File: config.mk
export PLATFORM = sky130hd
export DESIGN_NAME = hdc_dchan
export DESIGN_NICKNAME = d
export VERILOG_FILES = /design/src/shared/hdc_pkg.sv /design/src/rtl/hdc_dchan.sv /design/src/rtl/hdc_fifo.sv
export VERILOG_INCLUDE_DIRS = /design/src /design/src/shared
export SDC_FILE = /design/constraint.sdc
export NUM_CORES = 1
export LEC_CHECK = 0
export BUFFER_PORTS_ARGS = -buffer_cell sky130_fd_sc_hd__buf_4
export CAP_MARGIN = 20
export CORE_UTILIZATION = 55
export DETAILED_ROUTE_END_ITERATION = 10
export GPL_TIMING_DRIVEN = 1
export PLACE_DENSITY = 0.79
export SYNTH_ARGS = -nofsm -noshare
export SYNTH_HDL_FRONTEND = slang
export SYNTH_SLANG_ARGS = --single-unit
File: constraint.sdc
create_clock -name clk -period 5.1 [get_ports clk]
set_input_delay 0.255 -clock clk [delete_from_list [all_inputs] [get_ports clk]]
set_output_delay 0.255 -clock clk [all_outputs]
set_load 0.02 [all_outputs]
File: src/shared/hdc_cfg.svh
// Register map, field positions and counts of the D-channel controller
`ifndef HDC_CFG_SVH
`define HDC_CFG_SVH
`define HDC_ADDR_W        5
`define HDC_ADDR_LINK_CFG 5'h02
`define HDC_ADDR_FIFO_CMD 5'h03
`define HDC_ADDR_IRQ      5'h04
`define HDC_ADDR_ADDR1    5'h06
`define HDC_ADDR_ADDR2    5'h07
`define HDC_B_TX_ON       7
`define HDC_B_RX_ON       6
`define HDC_B_FILTER      5
`define HDC_B_TX_PORT     4
`define HDC_B_RX_PORT     3
`define HDC_B_FILL        2
`define HDC_B_LOOP        0
`define HDC_B_TRANS       4
`define HDC_B_RX_CLR      3
`define HDC_B_TX_CLR      2
`define HDC_B_ABORT       1
`define HDC_B_EOP         0
`define HDC_IRQ_COLL      7
`define HDC_IRQ_RX_EOP    6
`define HDC_IRQ_TX_EOP    5
`define HDC_IRQ_ABORT     4
`define HDC_IRQ_TX_LOW    3
`define HDC_IRQ_UNDER     2
`define HDC_IRQ_RX_FULL   1
`define HDC_IRQ_RX_OVF    0
`define HDC_FIFO_DEPTH    19
`define HDC_TX_LOW_LEVEL  5'h04
`define HDC_RX_FULL_LEVEL 5'h0F
`define HDC_FLAG          8'h7E
`define HDC_CRC_INIT      16'hFFFF
`define HDC_CRC_POLY      16'h8408
`define HDC_CRC_GOOD      16'hF0B8
`define HDC_BROADCAST     7'h7F
`define HDC_IDLE_ONES     5'h0F
`define HDC_POS_PACKET    2'h0
`define HDC_POS_FIRST     2'h1
`define HDC_POS_LAST_OK   2'h2
`define HDC_POS_LAST_BAD  2'h3
`define HDC_FILL_EMPTY    2'h0
`define HDC_FILL_LOW      2'h1
`define HDC_FILL_HIGH     2'h2
`define HDC_FILL_FULL     2'h3
`endif

File: src/shared/hdc_pkg.sv
// Types of the D-channel controller
package hdc_pkg;
  typedef enum logic [3:0] {
    HDC_TX_IDLE  = 4'b0001,
    HDC_TX_DATA  = 4'b0010,
    HDC_TX_CRC   = 4'b0100,
    HDC_TX_ABORT = 4'b1000
  } hdc_tx_e;
endpackage

File: src/rtl/hdc_dchan.sv
// HDLC D-channel controller: registers, framer, deframer and FIFOs
`timescale 1ns/10ps
`include "hdc_cfg.svh"
module hdc_dchan
  import hdc_pkg::*;
(
  // Clock and reset
  input  wire logic       clk,
  input  wire logic       rst,
  // Microprocessor port
  input  wire logic [4:0] cpu_addr,
  input  wire logic       cpu_wr,
  input  wire logic       cpu_rd,
  input  wire logic [7:0] cpu_wdata,
  output logic      [7:0] cpu_rdata,
  // Mode
  input  wire logic       te_mode,
  input  wire logic       collision,
  // D-channel bit slots, one enable pulse per bit
  input  wire logic       bit_en,
  input  wire logic       line_rx_bit,
  input  wire logic       bp_rx_bit,
  output logic            line_tx_bit,
  output logic            bp_tx_bit,
  output logic            irq
);
  typedef struct packed {
    logic [7:0]  link_cfg;
    logic        trans;
    logic        abort_tag;
    logic        packet_end_tag;
    logic        rx_fifo_clear;
    logic        tx_fifo_clear;
    logic [7:0]  irq_mask;
    logic [7:0]  irq_flags;
    logic [7:0]  addr1;
    logic [7:0]  addr2;
    logic [7:0]  rdata;
    logic        irq;
    hdc_tx_e     tx_st;
    logic [7:0]  tx_sh;
    logic [3:0]  tx_bits;
    logic [2:0]  tx_ones;
    logic        tx_last;
    logic        tx_in_frame;
    logic [15:0] tx_crc;
    logic        tx_crc_hi;
    logic        tx_draining;
    logic        line_tx;
    logic        bp_tx;
    logic [7:0]  rx_win;
    logic [7:0]  rx_sh;
    logic [3:0]  rx_bits;
    logic [2:0]  rx_ones;
    logic [4:0]  rx_run;
    logic        rx_hunt;
    logic        rx_in_frame;
    logic [1:0]  rx_nbytes;
    logic [7:0]  rx_held;
    logic        rx_hold_v;
    logic        rx_first;
    logic        rx_reject;
    logic [15:0] rx_crc;
    logic        idle;
  } hdc_s;
  hdc_s        s_q;
  hdc_s        s_d;

  logic        tx_pop;
  logic        tx_in_ready;
  logic        tx_out_valid;
  logic [9:0]  tx_out;
  logic [4:0]  tx_level;
  logic        tx_push;
  logic        rx_push;
  logic [9:0]  rx_in;
  logic        rx_in_ready;
  logic        rx_out_valid;
  logic [9:0]  rx_out;
  logic [4:0]  rx_level;
  logic        rx_pop;

  function automatic logic [15:0] crc_step(input logic [15:0] c, input logic b);
    crc_step = (c[0] ^ b) ? ((c >> 1) ^ `HDC_CRC_POLY) : (c >> 1);
  endfunction

  function automatic logic [1:0] fill_code(input logic [4:0] n);
    if (n == 5'h00)
      fill_code = `HDC_FILL_EMPTY;
    else if (n <= `HDC_TX_LOW_LEVEL)
      fill_code = `HDC_FILL_LOW;
    else if (n < 5'(`HDC_FIFO_DEPTH))
      fill_code = `HDC_FILL_HIGH;
    else
      fill_code = `HDC_FILL_FULL;
  endfunction

  // Tx FIFO entry: {abort tag, end tag, byte}
  assign tx_push = cpu_wr && cpu_addr == 5'h00 && tx_in_ready;
  hdc_fifo #(.WIDTH(10), .DEPTH(`HDC_FIFO_DEPTH)) u_tx_fifo (
    .clk       (clk),
    .rst       (rst),
    .flush     (s_q.tx_fifo_clear),
    .in_valid  (tx_push),
    .in_ready  (tx_in_ready),
    .in_data   ({s_q.abort_tag, s_q.packet_end_tag, cpu_wdata}),
    .out_valid (tx_out_valid),
    .out_ready (tx_pop),
    .out_data  (tx_out),
    .level     (tx_level)
  );

  // Rx FIFO entry: {position code, byte}
  assign rx_pop = cpu_rd && cpu_addr == 5'h01;
  hdc_fifo #(.WIDTH(10), .DEPTH(`HDC_FIFO_DEPTH)) u_rx_fifo (
    .clk       (clk),
    .rst       (rst),
    .flush     (s_q.rx_fifo_clear),
    .in_valid  (rx_push),
    .in_ready  (rx_in_ready),
    .in_data   (rx_in),
    .out_valid (rx_out_valid),
    .out_ready (rx_pop),
    .out_data  (rx_out),
    .level     (rx_level)
  );

  assign cpu_rdata   = s_q.rdata;
  assign irq         = s_q.irq;
  assign line_tx_bit = s_q.line_tx;
  assign bp_tx_bit   = s_q.bp_tx;

  logic       tx_bit;
  logic       rx_bit;
  logic       stuff;
  logic [7:0] ev;
  logic       win_flag;
  logic       win_abort;
  logic [7:0] fbyte;

  always_comb
  begin
    s_d       = s_q;
    tx_pop    = 1'b0;
    rx_push   = 1'b0;
    rx_in     = '0;
    ev        = '0;
    tx_bit    = 1'b1;
    rx_bit    = 1'b1;
    stuff     = 1'b0;
    win_flag  = 1'b0;
    win_abort = 1'b0;
    fbyte     = s_q.rx_sh;
    // Self-clearing pulses last one cycle, enough for a synchronous flush
    s_d.rx_fifo_clear = 1'b0;
    s_d.tx_fifo_clear = 1'b0;

    // Transmit bit engine
    if (bit_en)
    begin
      stuff = !s_q.trans && s_q.tx_in_frame && s_q.tx_ones == 3'h5;
      if (!s_q.link_cfg[`HDC_B_TX_ON])
      begin
        tx_bit = 1'b1;
        s_d.tx_st = HDC_TX_IDLE;
        s_d.tx_bits = 4'h0;
        s_d.tx_in_frame = 1'b0;
      end
      else if (stuff)
      begin
        tx_bit = 1'b0;
        s_d.tx_ones = 3'h0;
      end
      else
      begin
        if (s_q.tx_bits == 4'h0)
        begin
          // Load next byte
          s_d.tx_bits = 4'h8;
          s_d.tx_in_frame = 1'b0;
          s_d.tx_last = 1'b0;
          case (s_q.tx_st)
            HDC_TX_IDLE:
            begin
              // Opening flag even with ones fill, else the far end never syncs
              s_d.tx_sh = (s_q.link_cfg[`HDC_B_FILL] || (tx_out_valid && !s_q.trans))
                          ? `HDC_FLAG : 8'hFF;
              if (tx_out_valid)
                s_d.tx_st = HDC_TX_DATA;
              s_d.tx_crc = `HDC_CRC_INIT;
              s_d.tx_draining = 1'b0;
              if (s_q.trans && !tx_out_valid)
                s_d.tx_sh = 8'hFF;
            end
            HDC_TX_DATA:
            begin
              if (!tx_out_valid)
              begin
                s_d.tx_sh = 8'h7F;
                s_d.tx_st = HDC_TX_IDLE;
                if (!s_q.trans)
                  ev[`HDC_IRQ_UNDER] = 1'b1;
              end
              else if (tx_out[9] && !s_q.trans)
              begin
                s_d.tx_sh = 8'h7F;
                tx_pop = 1'b1;
                s_d.tx_st = HDC_TX_IDLE;
              end
              else
              begin
                s_d.tx_sh = tx_out[7:0];
                s_d.tx_in_frame = 1'b1;
                s_d.tx_draining = 1'b1;
                tx_pop = 1'b1;
                if (tx_out[8] && !s_q.trans)
                begin
                  s_d.tx_st = HDC_TX_CRC;
                  s_d.tx_crc_hi = 1'b0;
                end
                else if (s_q.trans && tx_level == 5'h01)
                  s_d.tx_st = HDC_TX_IDLE;
              end
            end
            HDC_TX_CRC:
            begin
              s_d.tx_in_frame = 1'b1;
              s_d.tx_sh = s_q.tx_crc_hi ? ~s_q.tx_crc[15:8] : ~s_q.tx_crc[7:0];
              s_d.tx_crc_hi = 1'b1;
              if (s_q.tx_crc_hi)
              begin
                s_d.tx_st = HDC_TX_ABORT;
                s_d.tx_last = 1'b1;
              end
            end
            HDC_TX_ABORT:
            begin
              s_d.tx_sh = `HDC_FLAG;
              s_d.tx_st = HDC_TX_IDLE;
              ev[`HDC_IRQ_TX_EOP] = 1'b1;
            end
            default: s_d.tx_st = HDC_TX_IDLE;
          endcase
          s_d.tx_bits = 4'h8;
        end
        // First bit leaves in the load slot, so a byte takes eight slots
        tx_bit = s_d.tx_sh[0];
        s_d.tx_sh = {1'b1, s_d.tx_sh[7:1]};
        s_d.tx_bits = s_d.tx_bits - 4'h1;
        s_d.tx_ones = tx_bit ? s_q.tx_ones + 3'h1 : 3'h0;
        // CRC covers the data bytes only, never its own bytes
        if (s_d.tx_in_frame && s_d.tx_st != HDC_TX_ABORT
            && !(s_d.tx_st == HDC_TX_CRC && s_d.tx_crc_hi))
          s_d.tx_crc = crc_step(s_d.tx_crc, tx_bit);
      end
      s_d.line_tx = s_q.link_cfg[`HDC_B_TX_PORT] ? tx_bit : 1'b1;
      s_d.bp_tx   = s_q.link_cfg[`HDC_B_TX_PORT] ? 1'b1 : tx_bit;

      // Receive bit engine
      if (s_q.link_cfg[`HDC_B_LOOP])
        rx_bit = tx_bit;
      else
        rx_bit = s_q.link_cfg[`HDC_B_RX_PORT] ? line_rx_bit : bp_rx_bit;
      if (!s_q.link_cfg[`HDC_B_RX_ON])
        rx_bit = 1'b1;
      s_d.rx_win = {rx_bit, s_q.rx_win[7:1]};
      win_flag  = s_d.rx_win == `HDC_FLAG;
      win_abort = s_d.rx_win[7:1] == 7'h7F;
      s_d.rx_run = (rx_bit && s_q.rx_run != `HDC_IDLE_ONES) ? s_q.rx_run + 5'h01 :
                   (rx_bit ? s_q.rx_run : 5'h00);
      s_d.idle = !s_q.trans && s_d.rx_run == `HDC_IDLE_ONES;
      if (s_q.trans)
      begin
        s_d.rx_sh = {rx_bit, s_q.rx_sh[7:1]};
        s_d.rx_bits = s_q.rx_bits + 4'h1;
        if (s_q.rx_bits == 4'h7)
        begin
          s_d.rx_bits = 4'h0;
          rx_in = {`HDC_POS_PACKET, s_d.rx_sh};
          rx_push = 1'b1;
        end
      end
      else if (win_flag)
      begin
        if (s_q.rx_in_frame && s_q.rx_nbytes == 2'h2 && !s_q.rx_reject)
        begin
          ev[`HDC_IRQ_RX_EOP] = 1'b1;
          rx_push = 1'b1;
          rx_in = {(s_q.rx_crc == `HDC_CRC_GOOD) ? `HDC_POS_LAST_OK : `HDC_POS_LAST_BAD,
                   s_q.rx_held};
        end
        s_d.rx_hunt = 1'b0;
        s_d.rx_in_frame = 1'b1;
        s_d.rx_bits = 4'h0;
        s_d.rx_nbytes = 2'h0;
        s_d.rx_first = 1'b1;
        s_d.rx_reject = 1'b0;
        s_d.rx_crc = `HDC_CRC_INIT;
        s_d.rx_ones = 3'h0;
      end
      else if (win_abort && s_q.rx_in_frame)
      begin
        ev[`HDC_IRQ_ABORT] = 1'b1;
        ev[`HDC_IRQ_RX_EOP] = 1'b1;
        if (s_q.rx_nbytes == 2'h2 && !s_q.rx_reject)
        begin
          rx_push = 1'b1;
          rx_in = {`HDC_POS_PACKET, s_q.rx_held};
        end
        s_d.rx_in_frame = 1'b0;
      end
      else if (s_q.rx_in_frame && !s_q.rx_hunt)
      begin
        if (s_q.rx_ones == 3'h5 && !rx_bit)
          s_d.rx_ones = 3'h0;
        else
        begin
          s_d.rx_ones = rx_bit ? s_q.rx_ones + 3'h1 : 3'h0;
          s_d.rx_sh = {rx_bit, s_q.rx_sh[7:1]};
          s_d.rx_bits = s_q.rx_bits + 4'h1;
          if (s_q.rx_bits == 4'h7)
          begin
            fbyte = s_d.rx_sh;
            s_d.rx_bits = 4'h0;
            if (s_q.rx_nbytes == 2'h2)
            begin
              s_d.rx_crc = s_q.rx_crc;
              rx_push = !s_q.rx_reject;
              rx_in = {s_q.rx_first ? `HDC_POS_FIRST : `HDC_POS_PACKET, s_q.rx_held};
              s_d.rx_first = s_q.rx_reject ? s_q.rx_first : 1'b0;
              if (s_q.rx_first && s_q.link_cfg[`HDC_B_FILTER])
                s_d.rx_reject = !((s_q.rx_held[7:2] == s_q.addr1[7:2] || !s_q.addr1[0])
                  && (fbyte[7:1] == s_q.addr2[7:1] || fbyte[7:1] == `HDC_BROADCAST
                      || !s_q.addr2[0]));
            end
            s_d.rx_held = fbyte;
            s_d.rx_nbytes = 2'h2;
          end
          for (int i = 0; i < 1; i++)
            s_d.rx_crc = crc_step(s_q.rx_crc, rx_bit);
        end
      end
      if (rx_push && !rx_in_ready)
      begin
        rx_push = 1'b0;
        ev[`HDC_IRQ_RX_OVF] = 1'b1;
        s_d.rx_hunt = 1'b1;
      end
    end

    if (tx_pop && tx_level == `HDC_TX_LOW_LEVEL + 5'h01 && s_q.tx_draining)
      ev[`HDC_IRQ_TX_LOW] = 1'b1;
    if (rx_push && rx_level == `HDC_RX_FULL_LEVEL - 5'h01)
      ev[`HDC_IRQ_RX_FULL] = 1'b1;
    if (collision && te_mode && s_q.link_cfg[`HDC_B_TX_ON])
      ev[`HDC_IRQ_COLL] = 1'b1;

    // Register writes
    if (cpu_wr)
    begin
      case (cpu_addr)
        `HDC_ADDR_LINK_CFG: s_d.link_cfg = cpu_wdata;
        `HDC_ADDR_FIFO_CMD:
        begin
          s_d.trans = cpu_wdata[`HDC_B_TRANS];
          s_d.abort_tag = cpu_wdata[`HDC_B_ABORT];
          s_d.packet_end_tag = cpu_wdata[`HDC_B_EOP];
          if (cpu_wdata[`HDC_B_RX_CLR])
          begin
            s_d.rx_fifo_clear = 1'b1;
            s_d.rx_hunt = 1'b1;
            s_d.rx_in_frame = 1'b0;
          end
          if (cpu_wdata[`HDC_B_TX_CLR])
            s_d.tx_fifo_clear = 1'b1;
        end
        `HDC_ADDR_IRQ:      s_d.irq_mask = cpu_wdata;
        `HDC_ADDR_ADDR1:    s_d.addr1 = cpu_wdata;
        `HDC_ADDR_ADDR2:    s_d.addr2 = cpu_wdata;
        default: ;
      endcase
      if (tx_push)
      begin
        s_d.abort_tag = 1'b0;
        s_d.packet_end_tag = 1'b0;
      end
    end

    // Register reads; set wins over read-clear
    s_d.rdata = 8'h00;
    if (cpu_rd)
    begin
      case (cpu_addr)
        5'h01:              s_d.rdata = rx_out[7:0];
        `HDC_ADDR_LINK_CFG: s_d.rdata = s_q.link_cfg;
        `HDC_ADDR_FIFO_CMD:
          s_d.rdata = {rx_out_valid ? rx_out[9:8] : `HDC_POS_PACKET,
                       fill_code(rx_level),
                       fill_code(tx_level),
                       s_q.idle,
                       s_q.irq};
        `HDC_ADDR_IRQ:
        begin
          s_d.rdata = s_q.irq_flags;
          s_d.irq_flags = 8'h00;
        end
        `HDC_ADDR_ADDR1:    s_d.rdata = s_q.addr1;
        `HDC_ADDR_ADDR2:    s_d.rdata = s_q.addr2;
        default:            s_d.rdata = 8'h00;
      endcase
    end
    s_d.irq_flags = s_d.irq_flags | ev;
    s_d.irq = |(s_d.irq_flags & s_d.irq_mask
                & {te_mode, 7'h7F});
  end

  always_ff @(posedge clk or posedge rst)
  begin
    if (rst)
    begin
      s_q <= '0;
      s_q.tx_st <= HDC_TX_IDLE;
      s_q.tx_crc <= `HDC_CRC_INIT;
      s_q.rx_crc <= `HDC_CRC_INIT;
      s_q.line_tx <= 1'b1;
      s_q.bp_tx <= 1'b1;
      s_q.rx_win <= 8'hFF;
    end
    else
      s_q <= s_d;
  end
endmodule

File: src/rtl/hdc_fifo.sv
// Synchronous FIFO with valid/ready on both sides and a flush
`timescale 1ns/10ps
module hdc_fifo #(
  parameter int WIDTH = 10,
  parameter int DEPTH = 19
) (
  // Clock and reset
  input  wire logic             clk,
  input  wire logic             rst,
  input  wire logic             flush,
  // Fill side
  input  wire logic             in_valid,
  output logic                  in_ready,
  input  wire logic [WIDTH-1:0] in_data,
  // Drain side
  output logic                  out_valid,
  input  wire logic             out_ready,
  output logic      [WIDTH-1:0] out_data,
  output logic      [4:0]       level
);
  typedef struct packed {
    logic [4:0] wp;
    logic [4:0] rp;
    logic [4:0] cnt;
  } hdc_fifo_s;
  hdc_fifo_s  s_q;
  hdc_fifo_s  s_d;
  logic [WIDTH-1:0] mem [DEPTH];
  logic       push;
  logic       pop;

  assign in_ready  = (s_q.cnt != 5'(DEPTH));
  assign out_valid = (s_q.cnt != 5'h00);
  assign out_data  = mem[s_q.rp];
  assign level     = s_q.cnt;
  assign push      = in_valid && in_ready && !flush;
  assign pop       = out_valid && out_ready && !flush;

  always_comb
  begin
    s_d = s_q;
    if (push)
      s_d.wp = (s_q.wp == 5'(DEPTH - 1)) ? 5'h00 : s_q.wp + 5'h01;
    if (pop)
      s_d.rp = (s_q.rp == 5'(DEPTH - 1)) ? 5'h00 : s_q.rp + 5'h01;
    s_d.cnt = s_q.cnt + {4'h0, push} - {4'h0, pop};
    if (flush)
      s_d = '0;
  end

  always_ff @(posedge clk or posedge rst)
  begin
    if (rst)
      s_q <= '0;
    else
      s_q <= s_d;
  end

  always_ff @(posedge clk)
  begin
    if (push)
      mem[s_q.wp] <= in_data;
  end
endmodule

# == Word-level counts from Yosys, hierarchy flattened ==
# Memories as Yosys holds them, arrays and structs flattened.
# Index checks and enable logic that the tools add are counted.
# W data, S select, Z words.
# word_totals
register_bits,183
latchBits,0
ram_bits,380
romBits,0
input_bits,22
output_inout_bits,11
wordCells,372
memories,2
# classes
addsub,13
multipliers,0
n_div,0
order_cmp,4
n_eq_ne,46
shifts,0
n_mux,164
bitwise_logic,14
n_reduce_logical,88
# mem_list
name,words,width,read_ports,rd_ports_with_merged_regs,wr,line_no,source
u_rx_fifo.mem,19,10,1,0,1,hdc_fifo.sv:28,logic [WIDTH-1:0] mem [DEPTH];
u_tx_fifo.mem,19,10,1,0,1,hdc_fifo.sv:28,
# op_table
operator,count
$mux W16,9
$mux W18,6
$mux W10,10
$mux W19,5
$mux W8,11
$mux W12,6
$mux W1,67
$mux W15,4
$mux W5,10
$pmux W8 S6,1
$logic_and A1 B1 Y1,37
$mux W9,4
$mux W4,8
$pmux W8 S4,1
$add A5 B1 Y5 const B,5
$mux W2,11
$eq A5 B3 Y1 const B,4
$eq A5 B5 Y1 const B,4
$ne A5 B5 Y1 const B,4
$reduce_bool A2 Y1,10
$mux W3,6
$and A8 B8 Y8,2
$eq A16 B16 Y1 const B,1
$not A8 Y8,2
other kinds (48),101

# == Depth between registers and ports, before layout ==
# depth
ltp_word,33
ltp_mapped,19
mapped_depth_nobuf,16

# == Hierarchy ==
# A second synthesis with hierarchy kept.
# hier_totals
hier_cells,1719
hier_area_um2,24732.5
# by_module_without_submodules
module,n_inst,cells_each,area_per_inst_um2,seq_area_each_um2
hdc_fifo at u_rx_fifo,1,483,8429.3,6080.8
hdc_fifo at u_tx_fifo,1,484,8428.1,6080.8
hdc_dchan,1,752,7875.1,3806.2

# == Worst setup path after synthesis ==
# OpenSTA, ideal clock, no wires.
# synth_path
kind,register -> register
startpoint,reg u_tx_fifo.s_q[5] (netlist bit)
endpoint,reg u_rx_fifo.s_q (netlist bit u_rx_fifo.level[4])
setup_time_ns,0.078
arrival_ns,4.202
t_required_ns,5.022
path_slack_ns,0.819
path_stages_with_launch,18
path_buffers,3
synth_period_minus_slack_ns,4.281
cell_sequence,dfrtp_1 -> buf_2 -> buf_2 -> mux2_2 -> o2111ai_1 -> o211ai_2 -> nor3_2 -> o211a_2 -> o21ai_1 -> o311ai_2 -> nor3_4 -> buf_2 -> ha_1 -> fa_1 -> a21oi_1 -> nor2_1 -> or3_1 -> a21oi_1
# synth_rtl
item,line_no,source
"start, declared",hdc_fifo.sv:26,hdc_fifo_s s_q;
"start signal, assigned",hdc_fifo.sv:54,s_q <= '0;
"start signal, assigned",hdc_fifo.sv:56,s_q <= s_d;
"end signal, assigned",hdc_fifo.sv:54,
"end signal, assigned",hdc_fifo.sv:56,
"end, declared",hdc_fifo.sv:26,

==> results.toml <==
[synth]
seq_area_frac_synth = 0.647
syn_inst = 1670
netlist.area_leader.share = 0.462
ys_top_cells_by_area = "edfxtp_1 (46%), dfrtp_1 (14%), mux4_2 (8.3%)"
yosysMostFrequentCell = "edfxtp_1"
synth_edf_count = 380
synth_area_sq_mm = 0.0247
synth_cell_types = 84
synth_seq_cells = 560
synthTopCellsByCount = "edfxtp_1 (380), dfrtp_1 (138), nor2_1 (119), nand2_1 (115), mux4_2 (91)"
synthArstFlopShare = 0.321
yosysTopAreaCell = "edfxtp_1"
synth_area_per_cell_sq_um = 14.8
synth_ff_type = "edfxtp_1"
syn_nets = 1735
synth_warnings = 0

[critical_path]
rrSetupSlack_ps = 460
cp.required_ps = 5640
cp_slowest_cell = "or4b_1"
max_stage_delay_ps = 580
start_kind = "flop"
cp.arrival_ps = 5180
critPathMaxFanout = 13
setup.worst_path.end_class = "flop"
crit_type = "reg2reg"
crit_chain = "inv_1, ha_1, or4b_1, maj3_2, o211ai_1, nor3_2, buf_4, o211a_2, o21ai_1, o211a_4, nor3_4, ha_1, fa_1, a21oi_1, nor2_1, or3_1, a21oi_1"

[cts]
cts.clk_slew.worst_paths_ps = 60
cts-root-buf = "clkbuf_16"
clock-sinks = 560
cts.path.max_buffers = 3
htree_levels = 2
clk_latency_ps = 630
cts_tree = "done"
cts_buffers = 55
cts_setup_buffers = 0

[job]
cap_violations = 0

[detailed_routing]
avgViaCountPerCell = 6.31
drc = 0
dr.pass1.iters = 6
wl_um = 57000
drt-wirelength-per-cell_um = 24.3
ant_nets = 0
vias = 14800
first_iter_violations = 1714

[grt]
grt_max_degree = 89
antenna_found_initial = 1
grt_use_total = 0.257
grt_pass1_wl_um = 87700
grt_pass1_vias = 14600
grt.overflow.total = 0

[cells_and_area]
fill_cells = 3094
antenna_cells = 0
drive_gt1_frac = 0.219
design_area_sq_mm = 0.0275
layout.nets = 1777
syn2layout_area_growth_pct = 11.3

[power]
power_per_cell_area_mw_per_mm2 = 441
ir_drop_mv = 0.314
power.total_mw = 12.1
p_leak_nw = 9.79

[sta]
slew_viol_final = 0
timing_hold_violations_final = 0
finalCritPeriodShare = 0.909
tightest_slew_ps = 1170
max_freq_mhz = 216
skew_ps = 41.8
rsz0062_at_grt = "false"
holdWs_ps = 26.5
finalSetupViolCount = 0
min_period_ps = 4640
final.setup.tns_ps = 0
relSlewSlack = 0.217

[floorplanning]
coreArea_sq_mm = 0.0442
die_w_um = 214
initial_core_util = 0.558
fp-row-count = 77
io_pins = 33
die-height_um = 214
dieArea_sq_mm = 0.0457

[place]
hpwlAfterDp_um = 36800
post_dp_cell_area_sq_mm = 0.0255
port_buffers = 32
gp_congestion = 0.905

[run_status]
status = "finished, final reports clean"

[hold_path]
worst_hold_path_type = "in2reg"
## final timing paths
| check | from | end | cells after the start |
|---|---|---|---|
| setup / recovery | u_tx_fifo.level[3]$_DFF_PP0_ | u_rx_fifo.level[4]$_DFF_PP0_ | 17 |
| hold / removal | bit_en | line_tx_bit$_DFFE_PP1P_ | 3 |
| hold reg to reg | s_q[91]$_DFFE_PP0P_ | s_q[91]$_DFFE_PP0P_ | 2 |
| setup reg to reg | u_tx_fifo.level[3]$_DFF_PP0_ | u_rx_fifo.level[4]$_DFF_PP0_ | 17 |
| max in group asynchronous | rst | s_q[122]$_DFFE_PP0P_ | 4 |
| min in group asynchronous | rst | s_q[32]$_DFFE_PP0P_ | 3 |
## kinds of logic (layout without fill, tap and decap cells)
family	after synthesis	after routing	synth area share
DFF	560	560	0.647
adders and majority gates	44	44	0.0229
buffers and inverters	138	227	0.0239
AOI/OAI and AO/OA	267	267	0.0716
and+or+nand+nor	401	401	0.0806
xor gates and xnor gates	28	28	0.00994
muxes	232	232	0.144
## what timing repair did
action | 4_1_cts | 5_1_grt
hold buffers | 5 | 0
gates resized for setup | 0 | 0
hold endpoints to repair | 51 | 0
setup endpoints to repair | 0 | 0
## placed cells by master (no fill, tap or decap), types with 8 or more instances in the layout
master,count
clkbuf_16,55
dfrtp_1,134
o31ai_1,9
nor3_1,16
inv_1,50
a32o_1,8
mux2_2,78
o21ai_0,75
a21oi_1,54
o211ai_1,9
nand4_1,16
ha_1,41
clkbuf_8,11
clkbuf_1,14
nand3_1,24
o22ai_1,15
nor2_1,119
mux4_2,91
dfstp_2,42
a22o_1,17
buf_4,64
nand2_1,115
a22oi_1,11
xnor2_1,15
nor2b_1,17
and3_1,26
edfxtp_1,380
a31oi_1,11
xor2_1,13
nand2b_1,11
clkinv_1,8
mux2i_1,63
## critical path, delay by kind of cell (launching register included)
kind | cells | cell delay [ps]
compound gates | 6 | 1450
fa+ha+maj | 4 | 1300
simple gates | 5 | 1080
flops | 1 | 380
buf+inv | 2 | 330
## registers in the layout (all words and copies together), names as in the netlist
name / flops
u_rx_fifo.mem: 190
irq: 1
s_q: 139
cpu_rdata: 8
u_rx_fifo.level: 5
bp_tx_bit: 1
u_tx_fifo.s_q: 10
u_tx_fifo.level: 5
u_tx_fifo.mem: 190
line_tx_bit: 1
u_rx_fifo.s_q: 10
## routing by layer
metal,GRT usage,vias up,wire length (um)
li1,-,6492,-
met1,0.364,7571,23500
met2,0.401,656,27200
met3,0.0395,123,4150
met4,0.106,0,2160
met5,0,-,0
## power breakdown
part	switching [mW]	internal (mW)
Sequential	0.518	5.34
Clock	1.76	2.37
Combinational	1.13	0.985
## per-stage QoR
stage	setup slack (ps)	std cells	utilization
floorplan	27.5	1670	-
finish	463	2351	0.621
CTS	545	2347	0.620
global placement	700	2237	0.577
detailed placement	574	2238	0.577
global route	250	2351	0.621
## layout make-up
type | instances | area (sq um) | share of cell area
clock inverters | 24 | 283 | 0.0103
clock buffers | 80 | 1580 | 0.0575
flip-flops and latches | 560 | 16000 | 0.582
repair buffers | 72 | 564 | 0.0205
multi-input cells | 972 | 8130 | 0.296
well taps | 592 | 741 | 0.0270
inverters | 51 | 196 | 0.00715
No activity file was read; power rests on OpenSTA's default activity.
